$ cat src/include/dsac_pkg.sv
// Shared constants, register map and carrier types for the dual converter control
package dsac_pkg;

	// Register page selects
	localparam logic [7:0] PAGE_CONV0     = 8'h00;
	localparam logic [7:0] PAGE_CONV1     = 8'h01;

	// Register addresses on the special-function register bus
	localparam logic [7:0] ADDR_INPUT_MODE  = 8'hBB;
	localparam logic [7:0] ADDR_CONFIG      = 8'hBC;
	localparam logic [7:0] ADDR_REFERENCE   = 8'hD1;
	localparam logic [7:0] ADDR_CONTROL     = 8'hE8;
	localparam logic [7:0] ADDR_RESULT_LOW  = 8'hBE;
	localparam logic [7:0] ADDR_RESULT_HIGH = 8'hBF;

	// Reset values
	localparam logic [7:0] RST_INPUT_MODE = 8'h00;
	localparam logic [7:0] RST_CONFIG     = 8'hF0;
	localparam logic [7:0] RST_REFERENCE  = 8'h00;
	localparam logic [7:0] RST_CONTROL    = 8'h00;
	localparam logic [7:0] RST_RESULT     = 8'h00;

	// Field positions
	localparam int CFG_PERIOD_LSB  = 4;
	localparam int CFG_SYSCAL_BIT  = 3;
	localparam int CFG_GAIN_BIT    = 2;
	localparam int CFG_LIN_BIT     = 1;
	localparam int CFG_OFFS_BIT    = 0;
	localparam int CTL_ENABLE_BIT  = 7;
	localparam int CTL_TRACK_BIT   = 6;
	localparam int CTL_DONE_BIT    = 5;
	localparam int CTL_BUSY_BIT    = 4;
	localparam int CTL_MODE_LSB0   = 2;
	localparam int CTL_MODE_LSB1   = 1;
	localparam int CTL_WINDOW_BIT  = 1;
	localparam int IMS_DIFF_BIT    = 6;
	localparam int REF_BIAS_BIT    = 1;
	localparam int REF_BUF_BIT     = 0;

	// Writable masks; reserved bits store and read as zero
	localparam logic [7:0] MASK_INPUT_MODE = 8'h40;
	localparam logic [7:0] MASK_REFERENCE  = 8'h03;
	localparam logic [7:0] MASK_CONTROL0   = 8'hCC;
	localparam logic [7:0] MASK_CONTROL1   = 8'hCE;

	// Start modes, first converter
	localparam logic [1:0] SM0_BUSY   = 2'h0;
	localparam logic [1:0] SM0_TMR3   = 2'h1;
	localparam logic [1:0] SM0_PIN    = 2'h2;
	localparam logic [1:0] SM0_TMR2   = 2'h3;
	// Start modes, second converter
	localparam logic [2:0] SM1_BUSY   = 3'h0;
	localparam logic [2:0] SM1_TMR3   = 3'h2;
	localparam logic [2:0] SM1_PIN    = 3'h4;
	localparam logic [2:0] SM1_TMR2   = 3'h6;

	// Timing
	localparam int SYS_CLK_MHZ     = 100;
	localparam int TRACK_MIN_NS    = 280;
	localparam int TRACK_CYCLES    = (TRACK_MIN_NS * SYS_CLK_MHZ + 999) / 1000;
	localparam int SAR_BITS        = 16;
	localparam int CONV_SAR_CLOCKS = SAR_BITS + 2;
	localparam int CAL_SAR_CLOCKS  = 64;
	localparam logic [6:0] CONV_CNT = 7'(CONV_SAR_CLOCKS);
	localparam logic [6:0] CAL_CNT  = 7'(CAL_SAR_CLOCKS);
	localparam logic [6:0] TRK_CNT  = 7'(TRACK_CYCLES);

	// Register bus request
	typedef struct packed {
		logic       wr;
		logic       rd;
		logic [7:0] page;
		logic [7:0] addr;
		logic [7:0] wdata;
	} dsac_bus_s;

	// Converter trigger inputs
	typedef struct packed {
		logic tmr2_ovf;
		logic tmr3_ovf;
		logic start_pin;
	} dsac_trig_s;

	// Sequencer phases
	typedef enum logic [1:0] {
		PH_IDLE,
		PH_TRACK,
		PH_CONV,
		PH_CAL
	} dsac_phase_e;

endpackage : dsac_pkg

$ cat src/logic/dsac_clkdiv.sv
// SAR conversion clock divider: one tick every period plus one system clocks
`timescale 1ns/1ps
module dsac_clkdiv (
	input  wire logic       clk,
	input  wire logic       rst_n,
	input  wire logic       run,
	input  wire logic [3:0] period,
	output logic            tick
);

	logic [3:0] cnt_q;   // Position within one SAR clock
	logic [3:0] cnt_d;
	logic       wrap;

	////////////////////////////////////////////////////////////////////////
	// Divider restarts when idle so each conversion begins phase aligned
	assign wrap  = run && (cnt_q == period);
	assign cnt_d = (!run || wrap) ? 4'h0 : 4'(cnt_q + 4'h1);
	assign tick  = wrap;

	// Counter
	always_ff @(posedge clk) begin
		if (!rst_n) begin
			cnt_q <= 4'h0;
		end else begin
			cnt_q <= cnt_d;
		end
	end

endmodule : dsac_clkdiv

$ cat src/logic/dsac_seq.sv
// Per-converter track, convert and calibrate sequencer
`timescale 1ns/1ps
module dsac_seq (
	input  wire logic       clk,
	input  wire logic       rst_n,
	input  wire logic       enable,
	input  wire logic       track_first,
	input  wire logic       conv_req,
	input  wire logic [2:0] cal_req,
	input  wire logic       sar_tick,
	output logic            busy,
	output logic [2:0]      cal_busy,
	output logic            tracking,
	output logic            running,
	output logic            done
);

	dsac_pkg::dsac_phase_e ph_q;      // Current phase
	dsac_pkg::dsac_phase_e ph_d;
	logic [6:0]            cnt_q;     // Phase length counter
	logic [6:0]            cnt_d;
	logic [2:0]            cal_q;     // Which calibration runs
	logic [2:0]            cal_d;
	logic                  idle;
	logic                  cnt_end;
	logic                  cal_go;

	////////////////////////////////////////////////////////////////////////
	// Decode; requests while busy or disabled fall on the floor
	assign idle    = (ph_q == dsac_pkg::PH_IDLE) && enable;
	assign cal_go  = idle && (cal_req != 3'h0);
	assign cnt_end = (cnt_q == 7'h00);

	// Next phase
	always_comb begin
		ph_d  = ph_q;
		cnt_d = cnt_q;
		cal_d = cal_q;
		case (ph_q)
			dsac_pkg::PH_IDLE: begin
				// Calibration has priority over a same-cycle conversion
				if (cal_go) begin
					ph_d  = dsac_pkg::PH_CAL;
					cnt_d = dsac_pkg::CAL_CNT;
					cal_d = cal_req;
				end else if (idle && conv_req) begin
					ph_d  = track_first ? dsac_pkg::PH_TRACK
						: dsac_pkg::PH_CONV;
					cnt_d = track_first ? dsac_pkg::TRK_CNT
						: dsac_pkg::CONV_CNT;
				end
			end
			dsac_pkg::PH_TRACK: begin
				// Tracking counted in system clocks
				if (cnt_end) begin
					ph_d  = dsac_pkg::PH_CONV;
					cnt_d = dsac_pkg::CONV_CNT;
				end else begin
					cnt_d = 7'(cnt_q - 7'h01);
				end
			end
			dsac_pkg::PH_CONV, dsac_pkg::PH_CAL: begin
				// Conversion and calibration counted in SAR clocks
				if (cnt_end) begin
					ph_d  = dsac_pkg::PH_IDLE;
					cal_d = 3'h0;
				end else if (sar_tick) begin
					cnt_d = 7'(cnt_q - 7'h01);
				end
			end
			default: begin
				ph_d = dsac_pkg::PH_IDLE;
			end
		endcase
		// Shutdown aborts any activity
		if (!enable) begin
			ph_d  = dsac_pkg::PH_IDLE;
			cal_d = 3'h0;
		end
	end

	// Outputs
	assign busy     = (ph_q == dsac_pkg::PH_TRACK) || (ph_q == dsac_pkg::PH_CONV);
	assign cal_busy = cal_q;
	assign tracking = enable && (ph_q == dsac_pkg::PH_TRACK
		|| (ph_q == dsac_pkg::PH_IDLE && !track_first));
	assign running  = (ph_q == dsac_pkg::PH_CONV) || (ph_q == dsac_pkg::PH_CAL);
	assign done     = (ph_q == dsac_pkg::PH_CONV) && cnt_end && enable;

	// State registers
	always_ff @(posedge clk) begin
		if (!rst_n) begin
			ph_q  <= dsac_pkg::PH_IDLE;
			cnt_q <= 7'h00;
			cal_q <= 3'h0;
		end else begin
			ph_q  <= ph_d;
			cnt_q <= cnt_d;
			cal_q <= cal_d;
		end
	end

endmodule : dsac_seq

$ cat src/logic/dsac_top.sv
// Top of the dual converter control: registers, trigger routing, results
`timescale 1ns/1ps

// Behaviour
// - SAR clock is period field plus one
// - System-cal bit picks internal or external
// - Gain cal starts only when idle
// - Linearity cal starts only when idle
// - Offset cal starts only when idle
// - Differential bit selects paired operation
// - Differential result goes to first converter
// - Enable bit gates shutdown versus activity
// - Track mode clear tracks continuously
// - Done flag set on busy fall, sticky
// - First busy write starts in mode 00
// - First converter start-mode trigger selection
// - Track mode: trigger tracks, pin converts
// - Second converter start-mode trigger selection
// - Second converter track-mode trigger behaviour
// - Second busy write starts in mode 000
// - Window flag set on match, sticky
// - Reference buffer enable drives reference pin
// - Reserved reference bits read zero
module dsac_top (
	input  wire logic               clk,
	input  wire logic               rst_n,
	input  wire dsac_pkg::dsac_bus_s bus,
	output logic [7:0]              rdata,
	input  wire dsac_pkg::dsac_trig_s trig0,
	input  wire dsac_pkg::dsac_trig_s trig1,
	input  wire logic [15:0]        sample0,
	input  wire logic [15:0]        sample1,
	input  wire logic               window0_match,
	output logic                    conv0_bias_enable,
	output logic                    conv1_bias_enable,
	output logic                    conv0_refbuf_enable,
	output logic                    conv1_refbuf_enable,
	output logic [1:0]              system_cal_select,
	output logic [1:0]              track_active,
	output logic [1:0]              done_event
);

	////////////////////////////////////////////////////////////////////////
	// Register storage
	logic [7:0]  ims_q;          // Input mode select
	logic [7:0]  cfg_q [2];      // Configuration per converter
	logic [7:0]  ref_q [2];      // Reference control per converter
	logic [7:0]  ctl_q [2];      // Control, stored fields only
	logic [1:0]  done_q;         // Sticky conversion complete flags
	logic        win_q;          // Sticky window flag, first converter
	logic [15:0] res_q [2];      // Result words
	logic [1:0]  pin_q;          // Start pin history for edge detect
	logic [7:0]  rdata_q;        // Read data register

	// Sequencer feedback
	logic [1:0]  busy;
	logic [2:0]  cal_busy [2];
	logic [1:0]  tracking;
	logic [1:0]  done;
	logic [1:0]  sar_tick;
	logic [1:0]  running;

	////////////////////////////////////////////////////////////////////////
	// Address decode, shared by read and write paths
	function automatic logic hit(input dsac_pkg::dsac_bus_s b,
		input logic [7:0] page, input logic [7:0] addr);
		hit = (b.page == page) && (b.addr == addr);
	endfunction : hit

	logic [1:0] wr_cfg;
	logic [1:0] wr_ref;
	logic [1:0] wr_ctl;
	logic [1:0] wr_rlo;
	logic [1:0] wr_rhi;
	logic       wr_ims;
	logic [7:0] page_of [2];

	assign page_of[0] = dsac_pkg::PAGE_CONV0;
	assign page_of[1] = dsac_pkg::PAGE_CONV1;
	assign wr_ims = bus.wr && hit(bus, dsac_pkg::PAGE_CONV0,
		dsac_pkg::ADDR_INPUT_MODE);

	// Busy writes of one, per converter
	logic [1:0] busy_wr1;
	logic [1:0] cal_wr;
	logic       diff_mode;
	logic [1:0] mode0;
	logic [2:0] mode1;
	logic [1:0] pin_rise;
	logic [1:0] conv_req;
	logic [1:0] track_first;

	assign diff_mode = ims_q[dsac_pkg::IMS_DIFF_BIT];
	assign mode0 = ctl_q[0][dsac_pkg::CTL_MODE_LSB0 +: 2];
	assign mode1 = ctl_q[1][dsac_pkg::CTL_MODE_LSB1 +: 3];
	assign pin_rise[0] = trig0.start_pin && !pin_q[0];
	assign pin_rise[1] = trig1.start_pin && !pin_q[1];

	////////////////////////////////////////////////////////////////////////
	// Per-converter decode, divider and sequencer
	genvar gi;
	generate
		for (gi = 0; gi < 2; gi++) begin : g_conv
			logic [2:0] cal_req;

			assign wr_cfg[gi] = bus.wr && hit(bus, page_of[gi],
				dsac_pkg::ADDR_CONFIG);
			assign wr_ref[gi] = bus.wr && hit(bus, page_of[gi],
				dsac_pkg::ADDR_REFERENCE);
			assign wr_ctl[gi] = bus.wr && hit(bus, page_of[gi],
				dsac_pkg::ADDR_CONTROL);
			assign wr_rlo[gi] = bus.wr && hit(bus, page_of[gi],
				dsac_pkg::ADDR_RESULT_LOW);
			assign wr_rhi[gi] = bus.wr && hit(bus, page_of[gi],
				dsac_pkg::ADDR_RESULT_HIGH);
			assign busy_wr1[gi] = wr_ctl[gi]
				&& bus.wdata[dsac_pkg::CTL_BUSY_BIT];
			// Writing zero to a calibration bit does nothing
			assign cal_req = wr_cfg[gi] ? bus.wdata[2:0] : 3'h0;
			assign cal_wr[gi] = cal_req != 3'h0;

			// Divider runs only while the SAR is clocked
			dsac_clkdiv u_div (
				.clk    (clk),
				.rst_n  (rst_n),
				.run    (running[gi]),
				.period (cfg_q[gi][dsac_pkg::CFG_PERIOD_LSB +: 4]),
				.tick   (sar_tick[gi])
			);

			dsac_seq u_seq (
				.clk         (clk),
				.rst_n       (rst_n),
				.enable      (ctl_q[gi][dsac_pkg::CTL_ENABLE_BIT]),
				.track_first (track_first[gi]),
				.conv_req    (conv_req[gi]),
				.cal_req     (cal_req),
				.sar_tick    (sar_tick[gi]),
				.busy        (busy[gi]),
				.cal_busy    (cal_busy[gi]),
				.tracking    (tracking[gi]),
				.running     (running[gi]),
				.done        (done[gi])
			);

			assign system_cal_select[gi] =
				cfg_q[gi][dsac_pkg::CFG_SYSCAL_BIT];
		end
	endgenerate

	////////////////////////////////////////////////////////////////////////
	// Trigger selection, first converter
	logic trk0;
	logic trk1;
	assign trk0 = ctl_q[0][dsac_pkg::CTL_TRACK_BIT];
	assign trk1 = ctl_q[1][dsac_pkg::CTL_TRACK_BIT];

	always_comb begin
		case (mode0)
			dsac_pkg::SM0_BUSY: conv_req[0] = busy_wr1[0];
			dsac_pkg::SM0_TMR3: conv_req[0] = trig0.tmr3_ovf;
			dsac_pkg::SM0_PIN:  conv_req[0] = pin_rise[0];
			dsac_pkg::SM0_TMR2: conv_req[0] = trig0.tmr2_ovf;
			default:            conv_req[0] = 1'b0;
		endcase
	end
	// Pin mode converts at the edge; the pin low time was the track phase
	assign track_first[0] = trk0 && (mode0 != dsac_pkg::SM0_PIN);

	// Trigger selection, second converter; odd modes start on a busy write to the first
	always_comb begin
		if (mode1[0]) begin
			conv_req[1] = busy_wr1[0];
		end else begin
			case (mode1)
				dsac_pkg::SM1_BUSY: conv_req[1] = busy_wr1[1];
				dsac_pkg::SM1_TMR3: conv_req[1] = trig1.tmr3_ovf;
				dsac_pkg::SM1_PIN:  conv_req[1] = pin_rise[1];
				dsac_pkg::SM1_TMR2: conv_req[1] = trig1.tmr2_ovf;
				default:            conv_req[1] = 1'b0;
			endcase
		end
	end
	assign track_first[1] = trk1 && (mode1 != dsac_pkg::SM1_PIN);

	assign track_active = tracking;
	assign done_event   = done;

	////////////////////////////////////////////////////////////////////////
	// Result words; differential result is a signed difference
	logic [15:0] diff_word;
	logic [16:0] diff_full;
	assign diff_full = {1'b0, sample0} - {1'b0, sample1};
	// Halve the 17-bit difference so full scale fits in 16 bits
	assign diff_word = diff_full[16:1];

	////////////////////////////////////////////////////////////////////////
	// Mirrored bits for read-back
	logic [7:0] ctl_rd [2];
	logic [7:0] cfg_rd [2];
	generate
		for (gi = 0; gi < 2; gi++) begin : g_rd
			assign ctl_rd[gi] = ctl_q[gi]
				| ({7'h00, done_q[gi]} << dsac_pkg::CTL_DONE_BIT)
				| ({7'h00, busy[gi]} << dsac_pkg::CTL_BUSY_BIT);
			assign cfg_rd[gi] = {cfg_q[gi][7:3], cal_busy[gi]};
		end
	endgenerate

	// Read mux; unmapped addresses read zero
	logic [7:0] rd_mux;
	always_comb begin
		rd_mux = 8'h00;
		for (int i = 0; i < 2; i++) begin
			if (hit(bus, page_of[i], dsac_pkg::ADDR_CONFIG))
				rd_mux = cfg_rd[i];
			if (hit(bus, page_of[i], dsac_pkg::ADDR_REFERENCE))
				rd_mux = ref_q[i];
			if (hit(bus, page_of[i], dsac_pkg::ADDR_CONTROL))
				rd_mux = ctl_rd[i];
			if (hit(bus, page_of[i], dsac_pkg::ADDR_RESULT_LOW))
				rd_mux = res_q[i][7:0];
			if (hit(bus, page_of[i], dsac_pkg::ADDR_RESULT_HIGH))
				rd_mux = res_q[i][15:8];
		end
		if (hit(bus, dsac_pkg::PAGE_CONV0, dsac_pkg::ADDR_INPUT_MODE))
			rd_mux = ims_q;
		if (hit(bus, dsac_pkg::PAGE_CONV0, dsac_pkg::ADDR_CONTROL)
			&& win_q)
			rd_mux = rd_mux | 8'h02;
	end

	////////////////////////////////////////////////////////////////////////
	// Configuration, reference and mode registers
	always_ff @(posedge clk) begin
		if (!rst_n) begin
			ims_q <= dsac_pkg::RST_INPUT_MODE;
			for (int i = 0; i < 2; i++) begin
				cfg_q[i] <= dsac_pkg::RST_CONFIG;
				ref_q[i] <= dsac_pkg::RST_REFERENCE;
				ctl_q[i] <= dsac_pkg::RST_CONTROL;
			end
		end else begin
			if (wr_ims)
				ims_q <= bus.wdata & dsac_pkg::MASK_INPUT_MODE;
			for (int i = 0; i < 2; i++) begin
				// Calibration bits are not stored; they mirror activity
				if (wr_cfg[i])
					cfg_q[i] <= {bus.wdata[7:3], 3'h0};
				if (wr_ref[i])
					ref_q[i] <= bus.wdata & dsac_pkg::MASK_REFERENCE;
			end
			if (wr_ctl[0])
				ctl_q[0] <= bus.wdata & dsac_pkg::MASK_CONTROL0;
			if (wr_ctl[1])
				ctl_q[1] <= bus.wdata & dsac_pkg::MASK_CONTROL1;
		end
	end

	// Sticky flags: hardware set wins over a same-cycle software clear
	always_ff @(posedge clk) begin
		if (!rst_n) begin
			done_q <= 2'h0;
			win_q  <= 1'b0;
		end else begin
			for (int i = 0; i < 2; i++) begin
				if (done[i])
					done_q[i] <= 1'b1;
				else if (wr_ctl[i])
					done_q[i] <= bus.wdata[dsac_pkg::CTL_DONE_BIT];
			end
			if (window0_match)
				win_q <= 1'b1;
			else if (wr_ctl[0])
				win_q <= bus.wdata[dsac_pkg::CTL_WINDOW_BIT];
		end
	end

	// Result capture at end of conversion; software may also write
	always_ff @(posedge clk) begin
		if (!rst_n) begin
			res_q[0] <= {dsac_pkg::RST_RESULT, dsac_pkg::RST_RESULT};
			res_q[1] <= {dsac_pkg::RST_RESULT, dsac_pkg::RST_RESULT};
		end else begin
			if (done[0])
				res_q[0] <= diff_mode ? diff_word : sample0;
			else if (wr_rlo[0])
				res_q[0][7:0] <= bus.wdata;
			else if (wr_rhi[0])
				res_q[0][15:8] <= bus.wdata;
			if (done[1])
				res_q[1] <= sample1;
			else if (wr_rlo[1])
				res_q[1][7:0] <= bus.wdata;
			else if (wr_rhi[1])
				res_q[1][15:8] <= bus.wdata;
		end
	end

	// Read data and pin history
	always_ff @(posedge clk) begin
		if (!rst_n) begin
			rdata_q <= 8'h00;
			pin_q   <= 2'h0;
		end else begin
			rdata_q <= bus.rd ? rd_mux : rdata_q;
			pin_q   <= {trig1.start_pin, trig0.start_pin};
		end
	end

	assign rdata               = rdata_q;
	assign conv0_bias_enable   = ref_q[0][dsac_pkg::REF_BIAS_BIT];
	assign conv1_bias_enable   = ref_q[1][dsac_pkg::REF_BIAS_BIT];
	assign conv0_refbuf_enable = ref_q[0][dsac_pkg::REF_BUF_BIT];
	assign conv1_refbuf_enable = ref_q[1][dsac_pkg::REF_BUF_BIT];

	// Unused-warning guard: calibration write strobe observed for debug
	logic unused_cal;
	assign unused_cal = ^cal_wr;

endmodule : dsac_top

$ cat config.mk
export PLATFORM = sky130hd
export DESIGN_NAME = dsac_top
export DESIGN_NICKNAME = d
export VERILOG_FILES = /design/src/include/dsac_pkg.sv /design/src/logic/dsac_clkdiv.sv /design/src/logic/dsac_seq.sv /design/src/logic/dsac_top.sv
export SDC_FILE = /design/constraint.sdc
export NUM_CORES = 1
export LEC_CHECK = 0
export ABC_AREA = 1
export ABC_CLOCK_PERIOD_IN_PS = 2280
export BUFFER_PORTS_ARGS = -buffer_cell sky130_fd_sc_hd__buf_2
export CORE_MARGIN = 2
export CORE_UTILIZATION = 60
export CTS_CLUSTER_SIZE = 30
export DETAILED_ROUTE_END_ITERATION = 6
export PLACE_DENSITY_LB_ADDON = 0.05
export RECOVER_POWER = 100
export SYNTH_ARGS = -nofsm -noshare
export SYNTH_HDL_FRONTEND = slang
export SYNTH_HIERARCHICAL = 1
export SYNTH_SLANG_ARGS = --single-unit
$ cat constraint.sdc
create_clock -name clk -period 2.28 [get_ports clk]
set_input_delay 0.114 -clock clk [delete_from_list [all_inputs] [get_ports clk]]
set_output_delay 0.114 -clock clk [all_outputs]
set_load 0.05 [all_outputs]
==> impl_metrics.ini <==
[pwr]
powerDensity_nw_per_um2 = 551
peakVddDrop_v = 0.000414
power.leakage_nw = 3.99

[die]
initial_utilization_pct = 61.2
num_rows = 40
io-pin-count = 85
die_x_um = 114
dieHeight_um = 114
core_sq_um = 12000
dieArea_sq_um = 13100

[finish]
nets = 1240
seqCellArea_sq_um = 2570
antennaDiodeCount = 0
drive_above_1_share_pct = 14.0
area.growth.synth_to_final_pct = 12.1
fill_cells = 1075
multi_input_area_sq_um = 3900

[synthesis]
synth.top_cell.area_share_pct = 22.6
synth_edf_count = 55
syn_nets = 1143
syn_area_sq_um = 7320
yosys_warnings = 6
netlist_top_cells_count = nand2_1 (266), inv_1 (161), nor2_1 (111)
yosysSeqAreaShare_pct = 35.2
syn_inst = 1044
ys_ff_latch = 101
ys_async_sr_fraction_pct = 0
syn_area_per_cell_sq_um = 7.01
synthTopCellsByArea = edfxtp_1 (23%), nand2_1 (14%), dfxtp_1 (13%)
ys.flop_type = edfxtp_1
yosysMostFrequentCell = nand2_1
synthDistinctLibCells = 53
synth_largest_area_cell = edfxtp_1

[timing]
setup_viol = 0
period_needed_ps = 2100
finalHoldViolCount = 0
slew_violations = 0
tns_ps = 0
relSlewSlack_pct = 58.4
tightest_slew_ps = 627
fin_crit_sh_pct = 92.1
rsz0062_at_grt = false
skew_ps = 8.21
setup_slack_ps = 179
max_freq_mhz = 476

[clock_tree]
cts_inserted_buffers = 9
root_buffer = clkbuf_16
cts_setup_buffers = 0
clk_latency_ps = 350
clock_path_buffers = 2
clk_pin_slew_ps = 70
htreeDepth = 3
clkSinkCount = 101
cts_tree = done

[global_route]
antenna_found_initial = 0
grt.total_usage_pct = 30.9
grt_pass1_wl_mm = 31.2
grt_max_degree = 24
grt_pass1_vias = 6436
overflow = 0

[route]
wl_per_cell_um = 15.0
vias = 6905
drtIter0Drc = 578
ant_nets = 0
vias_per_cell = 5.34
route.detailed.drc = 0
wirelength_mm = 19.4
dr.pass1.iters = 5

[critical_path]
cp-start-kind = flip-flop
cp_max_fo = 5
crit_path_end_kind = output pin
crit_required_ps = 2170
path_class = reg2out
critPathArrivalTime_ps = 1990

[place]
dp_hpwl_mm = 15.5
pre_cts_ws_ps = 52.5
globalplace.congestion = 0.932
port_buffers = 84

[flow_run]
cap_violations = 0

[outcome]
status = finished clean

[worst_hold_path]
holdCritPathClass = in2reg
metal layers:
layer,global-route usage (%),wire [um]
met5,0,0
met4,16.7,1030
met3,4.45,1000
met2,52.7,9230
met1,37.9,8140
repair_timing:
item,CTS,global route
hold buffers,2,0
endpoints found under the hold margin,2,0
endpoints found under the setup margin,0,23
gates resized for setup,0,2
cell usage in the layout (no fill, tap or decap), types with 3 or more instances in the layout:
cell       synthesis  routed
nand2_2           15      10
edfxtp_1          55      55
inv_2              8       7
nor3_1             5       5
ha_1              31      31
nor2_1           111     114
buf_2              7      64
nand3_1           95      95
nor2_4            12       9
or2_2              3       3
o21ai_1            7       4
o21bai_1           3       3
nand3b_1           3       3
xor2_1            15      15
nand2_1          266     273
nand3_4            4       4
inv_4              4       3
dfxtp_1           46      46
inv_1            161     163
o211ai_1           5       5
a31oi_1            3       3
nand4_1           10      10
a21oi_1           58      59
nor2_2             6       6
buf_4              4      18
o21ai_2            4       3
o21ai_0           55      59
nand2_4            7       6
clkbuf_1          10      23
clkbuf_16          0       9
path summary, 6_finish.rpt:
path	cells past startpoint	to	slack (ps)	from
max	8	done_event[1]	180	g_conv[1].u_seq/cnt_q[0]
min	3	win_q	40	window0_match
max reg2reg	15	res_q[1][13]	220	g_conv[0].u_seq/cnt_q[0]
min reg2reg	2	rdata[5]	470	rdata[5]
worst max-delay path: stages, from the launching register on:
cell and delay, ps:
dfxtp_1 330, inv_1 100, ha_1 150, inv_1 40
nor2_1 150, nand3_4 150, nor2_4 190, clkbuf_1 210
clkbuf_2 320
cell type report:
type                       instances  area share [%]
clock inverter                     7            1.04
sequential                       101            31.4
timing repair buffer             109            6.97
tap                              147            2.24
clock buffer                       9            2.75
inverter                         174            8.12
multi-input combinational        746            47.5
per-stage QoR:
step                      total power, mW  std cells  hold slack (ps)  cell area, sq um  utilization [%]
after floorplan                      2.73       1044              207              7340                -
after global placement               2.99       1275              310              7990             66.8
after detailed placement             3.00       1275              323              7990             66.8
after CTS                            4.56       1293             38.0              8320             69.6
after global routing                 4.74       1293             62.2              8200             68.6
final                                4.52       1293             41.6              8200             68.6
state kept, by name (all words and copies together) (netlist names), 2 cells and up:
register               cells
g_conv.u_div/cnt_q         8
ctl_q                      9
cfg_q                     10
ref_q                      4
res_q                     32
g_conv.u_seq/cal_busy      6
rdata                      8
pin_q                      2
g_conv.u_seq/cnt_q        14
g_conv.u_seq/ph_q          4
done_q                     2
logic make-up (layout without fill, tap and decap cells):
family | count (synthesis) | in the layout | synth area share (%)
simple gates | 544 | 544 | 34.6
buf+inv | 197 | 299 | 10.7
compound gates | 153 | 153 | 12.0
flops | 101 | 101 | 35.2
fa+ha+maj | 32 | 32 | 5.57
xor+xnor | 17 | 17 | 2.03
report_power, final:
part / internal (mW) / switching [mW] / leakage (nW) / total (mW)
Sequential: 2.00 / 0.0634 / 0.928 / 2.06
Clock: 0.866 / 0.712 / 0.149 / 1.58
Combinational: 0.301 / 0.582 / 2.91 / 0.883
(Power assumes the default switching activity.)
